### config.mk
export PLATFORM = sky130hd
export DESIGN_NAME = lbaa_top
export DESIGN_NICKNAME = d
export VERILOG_FILES = /design/src/lbaa_pkg.sv /design/src/lbaa_bucket_if.sv /design/src/lbaa_bucket.sv /design/src/lbaa_top.sv
export VERILOG_INCLUDE_DIRS = /design/src
export SDC_FILE = /design/constraint.sdc
export NUM_CORES = 1
export LEC_CHECK = 0
export BUFFER_PORTS_ARGS = -buffer_cell sky130_fd_sc_hd__buf_4
export CAP_MARGIN = 0
export CORE_MARGIN = 5
export CORE_UTILIZATION = 50
export CTS_BUF_LIST = sky130_fd_sc_hd__clkbuf_4 sky130_fd_sc_hd__clkbuf_8 sky130_fd_sc_hd__clkbuf_16
export CTS_CLUSTER_DIAMETER = 50
export DETAILED_ROUTE_END_ITERATION = 16
export PLACE_DENSITY = 0.85
export SLEW_MARGIN = 20
export SYNTH_ARGS = -nofsm -noshare
export SYNTH_HDL_FRONTEND = slang
export SYNTH_HIERARCHICAL = 1
export SYNTH_SLANG_ARGS = --single-unit
### constraint.sdc
create_clock -name aclk -period 3.3 [get_ports aclk]
set_input_delay 0.33 -clock aclk [delete_from_list [all_inputs] [get_ports aclk]]
set_output_delay 0.33 -clock aclk [all_outputs]
set_load 0.03 [all_outputs]
### src/lbaa_regs.svh
// Register indices, fields, reset values and timing for the activity alarm
`ifndef LBAA_REGS_SVH
`define LBAA_REGS_SVH
`define LBAA_IDX_SET0 8'h50
`define LBAA_IDX_CLR0 8'h51
`define LBAA_IDX_CEIL0 8'h52
`define LBAA_IDX_LEAK0 8'h53
`define LBAA_IDX_SET1 8'h54
`define LBAA_IDX_CLR1 8'h55
`define LBAA_IDX_CEIL1 8'h56
`define LBAA_IDX_LEAK1 8'h57
`define LBAA_IDX_STATUS 8'h68
`define LBAA_IDX_MASK 8'h69
`define LBAA_IDX_ACCUM0 8'h6A
`define LBAA_IDX_ACCUM1 8'h6B
`define LBAA_IDX_ALARM 8'h6C
`define LBAA_IDX_NONE 8'hFF
`define LBAA_FLD_SET 2'h0
`define LBAA_FLD_CLR 2'h1
`define LBAA_FLD_CEIL 2'h2
`define LBAA_FLD_LEAK 2'h3
`define LBAA_RST_SET 8'h06
`define LBAA_RST_CLR 8'h04
`define LBAA_RST_CEIL 8'h08
`define LBAA_RST_LEAK 2'h1
`define LBAA_RESP_OKAY 2'h0
`define LBAA_RESP_SLVERR 2'h2
`define LBAA_CLK_HZ 25000000
`define LBAA_FILL_MS 128
`define LBAA_FILL_CYC (`LBAA_CLK_HZ / 1000 * `LBAA_FILL_MS)
`endif

### src/lbaa_pkg.sv
// Types shared by the activity alarm modules
package lbaa_pkg;
  typedef struct packed {
    logic [7:0] set_level;
    logic [7:0] clear_level;
    logic [7:0] ceiling;
    logic [1:0] leak_rate;
  } lbaa_cfg_type;
  typedef logic [7:0] lbaa_level_type;
endpackage

### src/lbaa_bucket_if.sv
// Configuration and state of one leaky bucket
`timescale 1ns/1ns
interface lbaa_bucket_if;
  import lbaa_pkg::*;
  lbaa_cfg_type cfg;
  lbaa_level_type accum;
  logic alarm;
  logic alarm_rise;
  logic alarm_fall;
  modport ctrl (output cfg, input accum, alarm, alarm_rise, alarm_fall);
  modport bucket (input cfg, output accum, alarm, alarm_rise, alarm_fall);
endinterface

### src/lbaa_bucket.sv
// One leaky bucket accumulator with hysteretic alarm
`timescale 1ns/1ns
module lbaa_bucket (
  input wire logic aclk,
  input wire logic aresetn,
  input wire logic fill_tick,
  input wire logic fault_in,
  lbaa_bucket_if.bucket bif
);
  import lbaa_pkg::*;
  logic seen;
  logic [2:0] clean_cnt;
  lbaa_level_type accum;
  logic alarm;
  logic rise;
  logic fall;
  logic next_seen;
  logic [2:0] next_clean_cnt;
  lbaa_level_type next_accum;
  logic next_alarm;
  logic fault_now;
  logic [2:0] period_last;

  assign fault_now = seen | fault_in;
  assign period_last = 3'((4'h1 << bif.cfg.leak_rate) - 4'h1); // [RULE4]

  always_comb begin
    next_seen = fault_now;
    next_clean_cnt = clean_cnt;
    next_accum = accum;
    next_alarm = alarm;
    if (fill_tick) begin // [RULE1]
      next_seen = 1'b0;
      if (fault_now) begin
        next_clean_cnt = 3'h0;
        if (accum < bif.cfg.ceiling) begin
          next_accum = accum + 8'h01; // [RULE2]
        end
      end else if (clean_cnt >= period_last) begin
        next_clean_cnt = 3'h0;
        if (accum != 8'h00) begin
          next_accum = accum - 8'h01; // [RULE3] [RULE9]
        end
      end else begin
        next_clean_cnt = clean_cnt + 3'h1;
      end
      if (next_accum > bif.cfg.ceiling) begin
        next_accum = bif.cfg.ceiling; // [RULE7]
      end
    end
    if (accum >= bif.cfg.set_level) begin
      next_alarm = 1'b1; // [RULE5]
    end else if (accum <= bif.cfg.clear_level) begin
      next_alarm = 1'b0; // [RULE6]
    end
  end

  always_ff @(posedge aclk) begin
    if (!aresetn) begin
      seen <= 1'b0;
      clean_cnt <= 3'h0;
      accum <= 8'h00;
      alarm <= 1'b0;
      rise <= 1'b0;
      fall <= 1'b0;
    end else begin
      seen <= next_seen;
      clean_cnt <= next_clean_cnt;
      accum <= next_accum;
      alarm <= next_alarm;
      rise <= next_alarm & ~alarm;
      fall <= alarm & ~next_alarm;
    end
  end

  assign bif.accum = accum;
  assign bif.alarm = alarm;
  assign bif.alarm_rise = rise;
  assign bif.alarm_fall = fall;
endmodule

### src/lbaa_top.sv
// Leaky bucket activity alarm with AXI4-Lite registers and interrupt
// Functional notes
// RULE1: Evaluate every input once per 128 ms
// RULE2: Faulty fill cycle adds exactly one
// RULE3: Clean period of 1/2/4/8 cycles subtracts one
// RULE4: Leak selector 00..11 gives 128..1024 ms
// RULE5: Alarm raised when accumulator reaches set level
// RULE6: Alarm dropped when accumulator decays to clear
// RULE7: Accumulator saturates at programmed ceiling
// RULE8: Configurations 0 and 1 fully independent
// RULE9: No underflow; clear below set below ceiling
//
// Design decision made here: the AXI4-Lite register port.
`timescale 1ns/1ns
`include "lbaa_regs.svh"
module lbaa_top #(
  parameter int ADDR_W = 12,
  parameter int NUM_CFG = 2,
  parameter int FILL_CYC = `LBAA_FILL_CYC
) (
  input wire logic aclk,
  input wire logic aresetn,
  input wire logic [NUM_CFG-1:0] fault_in,
  input wire logic [ADDR_W-1:0] s_axi_awaddr,
  input wire logic s_axi_awvalid,
  output logic s_axi_awready,
  input wire logic [31:0] s_axi_wdata,
  input wire logic [3:0] s_axi_wstrb,
  input wire logic s_axi_wvalid,
  output logic s_axi_wready,
  output logic [1:0] s_axi_bresp,
  output logic s_axi_bvalid,
  input wire logic s_axi_bready,
  input wire logic [ADDR_W-1:0] s_axi_araddr,
  input wire logic s_axi_arvalid,
  output logic s_axi_arready,
  output logic [31:0] s_axi_rdata,
  output logic [1:0] s_axi_rresp,
  output logic s_axi_rvalid,
  input wire logic s_axi_rready,
  output logic [NUM_CFG-1:0] alarm,
  output logic irq
);
  import lbaa_pkg::*;

  localparam int CNT_W = $clog2(FILL_CYC);
  localparam int EV_W = 2 * NUM_CFG;

  // Maps a byte address to a register index, or none
  function automatic logic [7:0] reg_index(input logic [ADDR_W-1:0] a);
    if (a[ADDR_W-1:10] != '0 || a[1:0] != 2'h0) begin
      return `LBAA_IDX_NONE;
    end
    return a[9:2];
  endfunction

  // Fill cycle divider
  logic [CNT_W-1:0] fill_cnt;
  logic [CNT_W-1:0] next_fill_cnt;
  logic fill_tick;
  logic next_fill_tick;

  always_comb begin
    next_fill_tick = 1'b0;
    next_fill_cnt = fill_cnt + 1'b1;
    if (fill_cnt == CNT_W'(FILL_CYC - 1)) begin
      next_fill_cnt = '0;
      next_fill_tick = 1'b1; // [RULE1]
    end
  end

  always_ff @(posedge aclk) begin
    if (!aresetn) begin
      fill_cnt <= '0;
      fill_tick <= 1'b0;
    end else begin
      fill_cnt <= next_fill_cnt;
      fill_tick <= next_fill_tick;
    end
  end

  // Bucket instances, one per configuration
  lbaa_cfg_type cfg [NUM_CFG];
  logic [EV_W-1:0] events;

  genvar gi;
  generate
    for (gi = 0; gi < NUM_CFG; gi++) begin : g_bucket
      lbaa_bucket_if bif ();
      assign bif.cfg = cfg[gi]; // [RULE8]
      assign alarm[gi] = bif.alarm;
      assign events[2*gi] = bif.alarm_rise;
      assign events[2*gi+1] = bif.alarm_fall;
      lbaa_bucket u_bucket (
        .aclk(aclk),
        .aresetn(aresetn),
        .fill_tick(fill_tick),
        .fault_in(fault_in[gi]),
        .bif(bif)
      );
    end
  endgenerate

  lbaa_level_type accum_view [NUM_CFG];
  generate
    for (gi = 0; gi < NUM_CFG; gi++) begin : g_view
      assign accum_view[gi] = g_bucket[gi].bif.accum;
    end
  endgenerate

  // Register file and bus slave state
  logic aw_held;
  logic w_held;
  logic [ADDR_W-1:0] aw_addr;
  logic [7:0] w_byte;
  logic w_lane;
  logic [EV_W-1:0] status;
  logic [EV_W-1:0] mask;
  logic next_awready;
  logic next_wready;
  logic next_bvalid;
  logic [1:0] next_bresp;
  logic next_arready;
  logic next_rvalid;
  logic [31:0] next_rdata;
  logic [1:0] next_rresp;
  logic next_irq;
  logic next_aw_held;
  logic next_w_held;
  logic [ADDR_W-1:0] next_aw_addr;
  logic [7:0] next_w_byte;
  logic next_w_lane;
  logic [EV_W-1:0] next_status;
  logic [EV_W-1:0] next_mask;
  lbaa_cfg_type next_cfg [NUM_CFG];
  logic wr_en;
  logic [7:0] wr_idx;
  logic [7:0] rd_idx;
  logic [7:0] rel;
  logic [7:0] rd_byte;
  logic rd_hit;
  logic [EV_W-1:0] rd_clear;
  int ci;

  assign wr_en = aw_held && w_held && !s_axi_bvalid;
  assign wr_idx = reg_index(aw_addr);
  assign rd_idx = reg_index(s_axi_araddr);

  always_comb begin
    next_aw_held = aw_held;
    next_w_held = w_held;
    next_aw_addr = aw_addr;
    next_w_byte = w_byte;
    next_w_lane = w_lane;
    next_bvalid = s_axi_bvalid;
    next_bresp = s_axi_bresp;
    next_rvalid = s_axi_rvalid;
    next_rdata = s_axi_rdata;
    next_rresp = s_axi_rresp;
    next_mask = mask;
    next_cfg = cfg;
    rel = 8'h00;
    rd_byte = 8'h00;
    rd_hit = 1'b1;
    rd_clear = '0;
    ci = 0;
    // Address and data are taken independently
    if (s_axi_awvalid && s_axi_awready) begin
      next_aw_held = 1'b1;
      next_aw_addr = s_axi_awaddr;
    end
    if (s_axi_wvalid && s_axi_wready) begin
      next_w_held = 1'b1;
      next_w_byte = s_axi_wdata[7:0];
      next_w_lane = s_axi_wstrb[0];
    end
    if (s_axi_bvalid && s_axi_bready) begin
      next_bvalid = 1'b0;
    end
    // Write when both halves are held
    if (wr_en) begin
      next_aw_held = 1'b0;
      next_w_held = 1'b0;
      next_bvalid = 1'b1;
      next_bresp = `LBAA_RESP_OKAY;
      if (wr_idx >= `LBAA_IDX_SET0 && wr_idx <= `LBAA_IDX_LEAK1) begin
        rel = wr_idx - `LBAA_IDX_SET0;
        ci = int'(rel[7:2]);
        if (w_lane) begin
          unique case (rel[1:0])
            `LBAA_FLD_SET: next_cfg[ci].set_level = w_byte; // [RULE8]
            `LBAA_FLD_CLR: next_cfg[ci].clear_level = w_byte;
            `LBAA_FLD_CEIL: next_cfg[ci].ceiling = w_byte;
            `LBAA_FLD_LEAK: next_cfg[ci].leak_rate = w_byte[1:0]; // [RULE8]
          endcase
        end
      end else if (wr_idx == `LBAA_IDX_MASK) begin
        if (w_lane) begin
          next_mask = w_byte[EV_W-1:0];
        end
      end else if (wr_idx != `LBAA_IDX_STATUS) begin
        next_bresp = `LBAA_RESP_SLVERR;
      end
    end
    next_awready = !next_aw_held && !next_bvalid;
    next_wready = !next_w_held && !next_bvalid;
    // Read path
    if (s_axi_rvalid && s_axi_rready) begin
      next_rvalid = 1'b0;
    end
    if (s_axi_arvalid && s_axi_arready) begin
      if (rd_idx >= `LBAA_IDX_SET0 && rd_idx <= `LBAA_IDX_LEAK1) begin
        rel = rd_idx - `LBAA_IDX_SET0;
        ci = int'(rel[7:2]);
        unique case (rel[1:0])
          `LBAA_FLD_SET: rd_byte = cfg[ci].set_level;
          `LBAA_FLD_CLR: rd_byte = cfg[ci].clear_level;
          `LBAA_FLD_CEIL: rd_byte = cfg[ci].ceiling;
          `LBAA_FLD_LEAK: rd_byte = {6'h00, cfg[ci].leak_rate}; // [RULE8]
        endcase
      end else begin
        unique case (rd_idx)
          `LBAA_IDX_STATUS: begin
            rd_byte = 8'(status);
            rd_clear = status;
          end
          `LBAA_IDX_MASK: rd_byte = 8'(mask);
          `LBAA_IDX_ACCUM0: rd_byte = accum_view[0];
          `LBAA_IDX_ACCUM1: rd_byte = accum_view[1];
          `LBAA_IDX_ALARM: rd_byte = 8'(alarm);
          default: rd_hit = 1'b0;
        endcase
      end
      next_rvalid = 1'b1;
      next_rdata = {24'h000000, rd_byte};
      next_rresp = rd_hit ? `LBAA_RESP_OKAY : `LBAA_RESP_SLVERR;
    end
    next_arready = !next_rvalid;
    // Sticky events; a new event wins over the read clear
    next_status = (status & ~rd_clear) | events;
    next_irq = |(next_status & next_mask);
  end

  always_ff @(posedge aclk) begin
    if (!aresetn) begin
      aw_held <= 1'b0;
      w_held <= 1'b0;
      aw_addr <= '0;
      w_byte <= 8'h00;
      w_lane <= 1'b0;
      s_axi_awready <= 1'b1;
      s_axi_wready <= 1'b1;
      s_axi_bvalid <= 1'b0;
      s_axi_bresp <= `LBAA_RESP_OKAY;
      s_axi_arready <= 1'b1;
      s_axi_rvalid <= 1'b0;
      s_axi_rdata <= 32'h00000000;
      s_axi_rresp <= `LBAA_RESP_OKAY;
      status <= '0;
      mask <= '0;
      irq <= 1'b0;
      for (int i = 0; i < NUM_CFG; i++) begin
        cfg[i].set_level <= `LBAA_RST_SET;
        cfg[i].clear_level <= `LBAA_RST_CLR;
        cfg[i].ceiling <= `LBAA_RST_CEIL;
        cfg[i].leak_rate <= `LBAA_RST_LEAK;
      end
    end else begin
      aw_held <= next_aw_held;
      w_held <= next_w_held;
      aw_addr <= next_aw_addr;
      w_byte <= next_w_byte;
      w_lane <= next_w_lane;
      s_axi_awready <= next_awready;
      s_axi_wready <= next_wready;
      s_axi_bvalid <= next_bvalid;
      s_axi_bresp <= next_bresp;
      s_axi_arready <= next_arready;
      s_axi_rvalid <= next_rvalid;
      s_axi_rdata <= next_rdata;
      s_axi_rresp <= next_rresp;
      status <= next_status;
      mask <= next_mask;
      irq <= next_irq;
      cfg <= next_cfg;
    end
  end
endmodule

==> impl_metrics.py, run 1 <==
metrics = {
    "cts": {
        "root_buffer": "clkbuf_16",
        "cts_sinks": 152,
        "numCtsBuffers": 17,
        "cts.path.max_buffers": 2,
        "cts_tree": "yes",
        "cts_hold_buffers": 0,
        "worstSkewPairLatency_ps": 440,
        "path_clk_slew_ps": 70,
        "cts.htree.levels": 4,
    },
    "global_routing": {
        "grt_max_degree": 75,
        "antenna_found_initial": 0,
        "grt_use_total": 0.2406,
        "grt_pass1_vias": 9011,
        "grt_pass1_wl_um": 43660,
        "overflow": 0,
    },
    "finish": {
        "final_layout_size_suffix_gt1_frac": 0.2694,
        "nFillCells": 1464,
        "final_core_util": 0.6543,
        "area_growth_pct": 29.38,
        "n_antenna_cell": 0,
        "finalNetCount": 1491,
        "final_area_mm2": 0.01269,
        "fin_cells": 1620,
    },
    "drt": {
        "num_vias": 9377,
        "antenna_left": 0,
        "first_iter_violations": 741,
        "firstDrtPassIters": 5,
        "drc": 0,
        "avgRoutedWirePerCell_um": 17.74,
        "via_per_inst": 5.788,
        "drt-total-wl_um": 28740,
    },
    "timing": {
        "timing.fmax_mhz": 288.9,
        "rsz0062_at_grt": "yes",
        "min_period_over_period": 1.049,
        "fin_tns_setup_ps": -1259,
        "tightestPinTransition_ps": 851.3,
        "skew_ps": 12.07,
        "maxSlewViolCount": 0,
        "hold_violations": 0,
        "min_period_ps": 3461,
        "setup_viol": 14,
        "slew_headroom": 0.4317,
        "setup_slack_ps": -161.3,
    },
    "hold_path": {
        "min_path_type": "in -> reg",
        "min_from": "s_axi_awaddr[9]",
        "whs_endpoint": "aw_addr[9]",
        "hold_depth": 3,
    },
    "logic_synthesis": {
        "synth.area.mux_share": 0.06874,
        "synth_compound_area_frac": 0.1733,
        "yosys-top-cells-area": "dfxtp_1 31%, ha_1 10%, mux2i_1 6.2%",
        "syn_area_mm2": 0.009811,
        "synth_xor_area_frac": 0.02678,
        "ys_types": 75,
        "async_flop_share": 0,
        "synth_top_area_cell": "dfxtp_1",
        "synthAdderAreaFrac": 0.1020,
        "synth_ff_type": "dfxtp_1",
        "ys_warn_count": 6,
        "yosys_register_bits": 152,
        "synth-edff-count": 0,
        "ys_seq_area_frac": 0.3102,
        "synth_top_family_by_area": "simple AND/OR/NAND/NOR gates",
        "synth_cells": 1179,
        "synth-simple-area-share": 0.2431,
        "netlist.area_leader.share": 0.3102,
        "syn_avg_cell_area_um2": 8.321,
    },
    "floorplan": {
        "coreArea_mm2": 0.01940,
        "pin_count": 113,
        "die_h_um": 150.1,
        "die_area_mm2": 0.02252,
        "die_x_um": 150.1,
        "initial_core_util": 0.5057,
        "fp-row-count": 51,
    },
    "place": {
        "placed_cell_area_mm2": 0.01123,
        "dp_hpwl_um": 19270,
        "dpl.cell_count": 1569,
        "port_buffers": 59,
        "place_ws_ps": -261.5,
        "place.gp.congestion": 0.9375,
    },
    "power": {
        "net-switching-power_uw": 1263,
        "irDropWorstVdd_v": 0.0003251,
        "netSwitchingFraction": 0.2677,
        "combinationalPowerShare": 0.136,
        "p_int_uw": 3455,
        "p_leak_uw": 0.005357,
        "p_seq_frac": 0.412,
        "power_density_mw_per_mm2": 371.7,
        "pwr-share-clk": 0.452,
    },
    "status": {
        "violations": "negative setup slack",
        "status": "finished with violations",
    },
    "critical_path": {
        "critPathRequiredTime_ps": 3670,
        "crit_arrival_ps": 3830,
        "worstSetupEndpointType": "flop",
        "cp_max_fo": 6,
        "reg2regPathDepth": 16,
        "critPathLaunchType": "flop",
        "cp_slowest_stage_delay_ps": 450,
        "crit_slowest_cell": "a2111o_1",
        "r2r_slack_ps": -160,
        "reg2reg_to": "g_bucket[0].u_bucket/bif.accum[7]",
        "crit_type": "reg -> reg",
        "crit_chain": "inv_2 -> ha_4 -> a2111o_1 -> buf_6 -> a211oi_4 -> buf_4 -> o21a_1 -> nor2_1 -> ha_1 -> a21oi_1 -> a21oi_2 -> o22a_2 -> buf_12 -> nor4b_4 -> a22oi_1 -> a21boi_1",
    },
    "flow_run": {
        "cap_violations": 0,
    },
}
routing by layer:
| metal | part of all wire | wire length [um] | GRT usage |
|---|---|---|---|
| met1 | 0.40 | 11430 | 0.2965 |
| met2 | 0.47 | 13460 | 0.4010 |
| met3 | 0.091 | 2605 | 0.05754 |
| met4 | 0.043 | 1243 | 0.1034 |
| met5 | 0 | 0 | 0 |
repair_timing:
action                                  CTS  global route
gates resized for setup                  56            80
setup buffers                            10             8
endpoints found under the setup margin   17            49
cloned                                    1             1
pin swaps                                30            35
Yosys cell counts (all sizes together) (16+ instances only):
master and count:
a21boi 31, inv 69, nand2 127, ha 80, buf 37, nor2b 79, nand4 16, a21oi 54
clkbuf 52, a22oi 17, nor3 17, o21ai 59, nand3 29, dfxtp 152, nor2 67, mux2i 61
cells by family (layout without fill, tap and decap cells):
logic type / Yosys count / in the layout
compound gates: 257 / 257
xor+xnor: 30 / 30
fa+ha+maj: 80 / 80
buf+inv: 158 / 309
flops: 152 / 152
mux: 66 / 66
other cells: 1 / 26
simple gates: 435 / 435
worst max-delay path, delay by kind of cell (launching register included):
kind | cells | cell delay [ps]
buffers and inverters | 4 | 540
AND/OR/NAND/NOR | 2 | 300
adder cells (fa/ha/maj) | 2 | 520
AO/OA/AOI/OAI | 8 | 1710
flip-flops | 1 | 330
worst max path at each step:
stage / slack [ps] / start / end / cells past startpoint
after floorplan: 1 / g_bucket[1].u_bucket/bif.accum[2] / g_bucket[1].u_bucket/bif.accum[4] / 16
after global placement: -100 / flop / g_bucket[1].u_bucket/bif.accum[5] / 15
after detailed placement: -260 / flop / g_bucket[1].u_bucket/bif.accum[7] / 15
after CTS: -90 / flop / g_bucket[0].u_bucket/bif.accum[1] / 16
after global routing: -290 / flop / g_bucket[1].u_bucket/bif.accum[1] / 15
final: -160 / flop / g_bucket[0].u_bucket/bif.accum[7] / 16
placed cells by master, fill, tap and decap left out, types with 16 or more instances in the layout:
cell	count
conb_1	26
clkbuf_16	18
nor2b_1	77
ha_1	68
nor2_1	62
dfxtp_1	139
a21boi_0	25
a21oi_1	42
a22oi_1	16
inv_1	65
buf_4	190
nand4_1	16
mux2i_1	60
o21ai_0	48
nand3_1	20
nand2_1	125
cell type report:
| type | instances | area [um2] | share of cell area |
|---|---|---|---|
| Tap cell | 265 | 331.6 | 0.02612 |
| Clock buffer | 20 | 447.9 | 0.03529 |
| Inverter | 69 | 259.0 | 0.02040 |
| Clock inverter | 12 | 191.4 | 0.01508 |
| Sequential cell | 152 | 3062 | 0.2412 |
| Timing Repair Buffer | 208 | 1669 | 0.1315 |
| Multi-Input combinational cell | 894 | 6733 | 0.5304 |
through the flow:
step                total power, uW  hold WS, ps
floorplan                      2344        412.9
global placement               2507        421.9
detailed placement             2526        441.7
CTS                            4664        138.5
global route                   4867        154.0
finish                         4718        144.6
power by group through the flow:
stage	Sequential, uW	Clock (uW)	Combinational, uW
after global routing	1950	2230	690
after global placement	1980	0	527
after detailed placement	1980	0	544
after CTS	1940	2140	582
after floorplan	1980	0	365
final	1940	2130	640
Power figures use the tool's default switching activity.
==> inputs of run 2 (changes only) <==
Settings changed: BUFFER_PORTS_ARGS -buffer_cell sky130_fd_sc_hd__buf_4 to not set, DONT_BUFFER_PORTS set to 1, PLACE_DENSITY 0.85 to 0.77.
Clock period 3.3 ns to 3.85 ns, I/O delays scaled along.
==> run 2 against run 1 <==
The run now ends clean; sequential cell count unchanged; combinational power fell by 50%; clock skew is 1.2 ps lower; worst hold slack got worse by 77 ps; die area stayed put; critical endpoint is now g_bucket[1].u_bucket/bif.accum[5]; largest cell class unchanged.
==> impl_metrics.py, run 2 (synthesis results as in run 1) <==
metrics = {
    "finish": {
        "final_area_mm2": 0.01070,
        "layout_common_cells": "152 x dfxtp_1, 127 x nand2_1, 80 x ha_1",
        "layout_commonest_cell": "dfxtp_1",
        "area_growth_pct": 9.055,
        "n_antenna_cell": 0,
        "finalNetCount": 1320,
        "final_layout_size_suffix_gt1_frac": 0.09383,
    },
    "drt": {
        "avgRoutedWirePerCell_um": 16.90,
        "antenna_left": 0,
        "first_iter_violations": 636,
        "firstDrtPassIters": 5,
        "num_vias": 8275,
        "drc": 0,
        "drt-total-wl_um": 24480,
        "via_per_inst": 5.715,
    },
    "cts": {
        "cts.path.max_buffers": 2,
        "root_buffer": "clkbuf_16",
        "numCtsBuffers": 17,
        "postCtsSetupBuffers": 0,
        "cts_sinks": 152,
        "cts_tree": "yes",
        "worstSkewPairLatency_ps": 430,
        "path_clk_slew_ps": 60,
        "cts.htree.levels": 4,
    },
    "timing": {
        "rsz0062_at_grt": "no",
        "timing.fmax_mhz": 274.9,
        "slew_headroom": 0.4422,
        "min_period_over_period": 0.9447,
        "min_period_ps": 3637,
        "hold_violations": 0,
        "fin_tns_setup_ps": 0,
        "skew_ps": 10.92,
        "setup_viol": 0,
        "tightestPinTransition_ps": 835.0,
        "whs_ps": 67.49,
        "maxSlewViolCount": 0,
    },
    "place": {
        "dp_hpwl_um": 17730,
        "placed_cell_area_mm2": 0.01004,
        "place.gp.congestion": 0.9449,
        "port_buffers": 0,
    },
    "hold_path": {
        "hold_depth": 1,
        "min_path_type": "in -> reg",
    },
    "status": {
        "status": "finished, final reports clean",
    },
    "floorplan": {
        "fp-row-count": 51,
        "die_area_mm2": 0.02252,
        "die_h_um": 150.1,
        "coreArea_mm2": 0.01940,
        "initial_core_util": 0.5057,
        "pin_count": 113,
        "die_x_um": 150.1,
    },
    "global_routing": {
        "grt_max_degree": 133,
        "top_usage_layer": "met2",
        "grt_pass1_vias": 7928,
        "groute.layer.met2.usage": 0.3481,
        "use_met3": 0.05148,
        "grt_use_total": 0.2187,
        "grt_pass1_wl_um": 39600,
        "overflow": 0,
        "antenna_found_initial": 0,
        "use_met1": 0.2949,
    },
    "critical_path": {
        "crit_arrival_ps": 4000,
        "critPathLaunchType": "flop",
        "r2r_slack_ps": 210,
        "cp_max_fo": 12,
        "reg2regPathDepth": 17,
        "critPathRequiredTime_ps": 4210,
        "crit_type": "reg -> reg",
        "worstSetupEndpointType": "flop",
    },
    "power": {
        "p_leak_uw": 0.004373,
        "power_density_mw_per_mm2": 348.8,
        "irDropWorstVdd_v": 0.0003574,
    },
    "flow_run": {
        "cap_violations": 0,
    },
}
-- run 2: cell types whose count changed in the layout (fill, tap and decap cells not counted), sizes merged --
cell / delta
buf: -170
bufinv: -1
clkbuf: -1
clkinv: +1
clkinvlp: +1
inv: -2
-- run 2: worst paths after layout --
check,start,to
max reg2reg,flop,g_bucket[1].u_bucket/bif.accum[5]
min reg2reg,fill_cnt[0],fill_cnt[0]
max,flop,g_bucket[1].u_bucket/bif.accum[5]
min,aresetn,flop
-- run 2: metrics by stage --
step	utilization	std cells	total power, uW	setup slack [ps]
3_5_place_dp	0.5178	1417	2043	206.0
3_3_place_gp	0.5178	1417	2033	271.1
5_1_grt	0.5515	1448	3869	0.5222
4_1_cts	0.5486	1448	3756	174.4
6_report	0.5515	1448	3732	212.8
2_1_floorplan	-	1204	1999	299.0
-- run 2: final cells by class --
cell class	instances	area, um2
clock buffers	20	447.9
clock inverters	11	150.1
fillers	1793	8700
inverters	69	259.0
multi-input cells	894	6177
flip-flops and latches	152	3043
well taps	265	331.6
repair buffers	37	290.3
-- run 2: power by group --
part | internal, uW | leakage, uW | switching [uW]
combinational | 119 | 0.00285 | 204
clock | 1040 | 0.000291 | 674
sequential | 1610 | 0.00123 | 82.0
-- run 2: what timing repair did --
item,4_1_cts,5_1_grt
endpoints found under the setup margin,0,12
hold buffers,0,0
gates resized for setup,0,9
-- run 2: routing by layer --
layer	vias to the layer above	wire length, um
met5	-	0
met4	0	433
met3	34	1788
met2	275	11010
met1	3884	11240
li1	4082	-
-- run 2: worst max-delay path: stages (launching register included) --
cell,delay (ps)
dfxtp_1,400
or2_2,330
ha_1,280
nor2b_1,50
o21ai_0,150
buf_4,160
nand3_1,100
buf_4,180
or3_1,350
nand3_1,140
ha_1,270
nand2_1,70
o21ai_0,130
o22a_1,260
buf_12,160
nor4b_1,240
a22oi_1,140
a21boi_1,140
==> inputs of run 3 (changes only) <==
Settings changed: PLACE_DENSITY 0.77 to 0.74.
Clock period 3.85 ns to 3.3 ns, I/O delays scaled along.
==> run 3 against run 2 <==
The flow now finishes with violations (negative setup slack); clock power is 8% higher; die area stayed put; cell count is 7.8% higher; critical endpoint unchanged; highest routed layer unchanged.
==> impl_metrics.py, run 3 (synthesis results as in run 1) <==
metrics = {
    "critical_path": {
        "path_buf_inv": 3,
        "worstSetupEndpointType": "flop",
        "crit_slowest_cell": "a2111o_1",
        "crit_chain": "inv_2 -> ha_4 -> a2111o_1 -> buf_6 -> a2111oi_4 -> o2bb2ai_2 -> xnor2_1 -> nor2_1 -> ha_1 -> a21oi_1 -> o21ai_1 -> o22a_2 -> buf_12 -> nor4b_2 -> a22oi_1 -> a21boi_1",
        "crit_type": "reg -> reg",
        "cp_max_fo": 11,
        "cp_slowest_stage_delay_ps": 430,
        "critPathRequiredTime_ps": 3660,
        "critPathLaunchType": "flop",
        "crit_arrival_ps": 3800,
        "cpLargestDelayFamily": "compound AO/OA/AOI/OAI gates",
    },
    "hold_path": {
        "min_path_type": "in -> reg",
    },
    "place": {
        "place.gp.congestion": 0.9213,
        "dpl.cell_count": 1511,
        "dp_hpwl_um": 18560,
        "port_buffers": 0,
    },
    "finish": {
        "area_growth_pct": 23.07,
        "n_antenna_cell": 0,
        "final_core_util": 0.6224,
        "layout_common_cells": "144 x dfxtp_1, 136 x buf_4, 123 x nand2_1",
        "fin_cells": 1561,
        "final_layout_size_suffix_gt1_frac": 0.2323,
        "finalNetCount": 1432,
        "layout_commonest_cell": "dfxtp_1",
    },
    "power": {
        "power_density_mw_per_mm2": 356.8,
        "irDropWorstVdd_v": 0.0004116,
        "p_leak_uw": 0.005004,
    },
    "drt": {
        "avgRoutedWirePerCell_um": 17.22,
        "via_per_inst": 5.675,
        "first_iter_violations": 610,
        "drt-total-wl_um": 26880,
        "num_vias": 8859,
        "firstDrtPassIters": 5,
        "antenna_left": 0,
        "drc": 0,
    },
    "timing": {
        "timing.fmax_mhz": 291.2,
        "maxSlewViolCount": 0,
        "hold_violations": 0,
        "slew_headroom": 0.4032,
        "min_period_over_period": 1.041,
        "rsz0062_at_grt": "yes",
        "setup_viol": 12,
        "tightestPinTransition_ps": 893.3,
        "skew_ps": 10.90,
        "setup_slack_ps": -133.8,
        "fin_tns_setup_ps": -645.7,
        "min_period_ps": 3434,
    },
    "floorplan": {
        "die_x_um": 150.1,
        "die_area_mm2": 0.02252,
        "fp-row-count": 51,
        "initial_core_util": 0.5057,
        "die_h_um": 150.1,
        "pin_count": 113,
        "coreArea_mm2": 0.01940,
    },
    "cts": {
        "path_clk_slew_ps": 70,
        "worstSkewPairLatency_ps": 430,
        "cts.path.max_buffers": 2,
        "cts_tree": "yes",
        "root_buffer": "clkbuf_16",
        "cts.htree.levels": 4,
        "numCtsBuffers": 17,
        "cts_sinks": 152,
    },
    "global_routing": {
        "antenna_found_initial": 0,
        "overflow": 0,
        "grt_pass1_wl_um": 42670,
        "grt_pass1_vias": 8759,
        "grt_use_total": 0.2349,
        "grt_max_degree": 124,
    },
    "flow_run": {
        "cap_violations": 0,
    },
    "status": {
        "violations": "negative setup slack",
        "status": "finished with violations",
    },
}
run 3: cell types whose count changed in the layout (fill, tap and decap cells not counted), moves of 6 or more:
cell     before  now
ha_4          0   11
buf_6         0    9
a21oi_2       2    9
dfxtp_2       0    8
nor2_1       67   61
buf_4        36  136
a21oi_1      52   41
nor2_2        0    6
dfxtp_1     152  144
ha_1         80   67
o21ai_0      57   50
run 3: final cells by class:
cell class,instances,area (um2)
clock buffers,19,440.4
multi-input cells,894,6683
fillers,1583,7325
flip-flops and latches,152,3053
inverters,69,259.0
repair buffers,149,1192
clock inverters,13,115.1
well taps,265,331.6
run 3: worst paths after layout:
check	start	to	slack (ps)	cells past startpoint
max	flop	g_bucket[1].u_bucket/bif.accum[5]	-130	16
min	s_axi_awaddr[10]	aw_addr[10]	30	2
max reg2reg	flop	g_bucket[1].u_bucket/bif.accum[5]	-130	16
min reg2reg	fill_cnt[0]	fill_cnt[0]	440	1
run 3: per-layer routing:
metal | vias up | wire [um] | track usage
met2 | 307 | 12270 | 0.3771
met3 | 62 | 2139 | 0.06118
met1 | 4188 | 11810 | 0.3099
met5 | - | 0 | 0
li1 | 4302 | - | -
met4 | 0 | 655 | 0.07274
run 3: repair_timing:
item                                    4_1_cts  5_1_grt
endpoints found under the hold margin        10        0
endpoints found under the setup margin       17       40
pin swaps                                    16       39
gates resized for setup                      60       54
hold buffers                                  1        0
setup buffers                                 8        9
run 3: report_power, final:
part | switching (uW) | internal, uW | total (uW)
clock network | 849 | 1000 | 1850
registers | 92.9 | 1880 | 1970
logic | 277 | 206 | 483
run 3: metrics by stage:
step	cell area (um2)	power [uW]	setup WS [ps]	hold WS (ps)
after floorplan	10000	2344	1.167	412.9
after global placement	10800	2420	-116.8	413.4
after detailed placement	10800	2434	-224.6	420.1
after CTS	11720	4301	-40.63	10.08
after global routing	12070	4469	-281.2	20.15
final	12070	4308	-133.8	33.23
run 3: worst reg2reg max path: cells and delay by family (launching register included):
kind	cells	cell delay (ps)
compound gates	8	1670
fa+ha+maj	2	550
buf+inv	3	360
flops	1	340
simple gates	2	310
xor+xnor	1	140
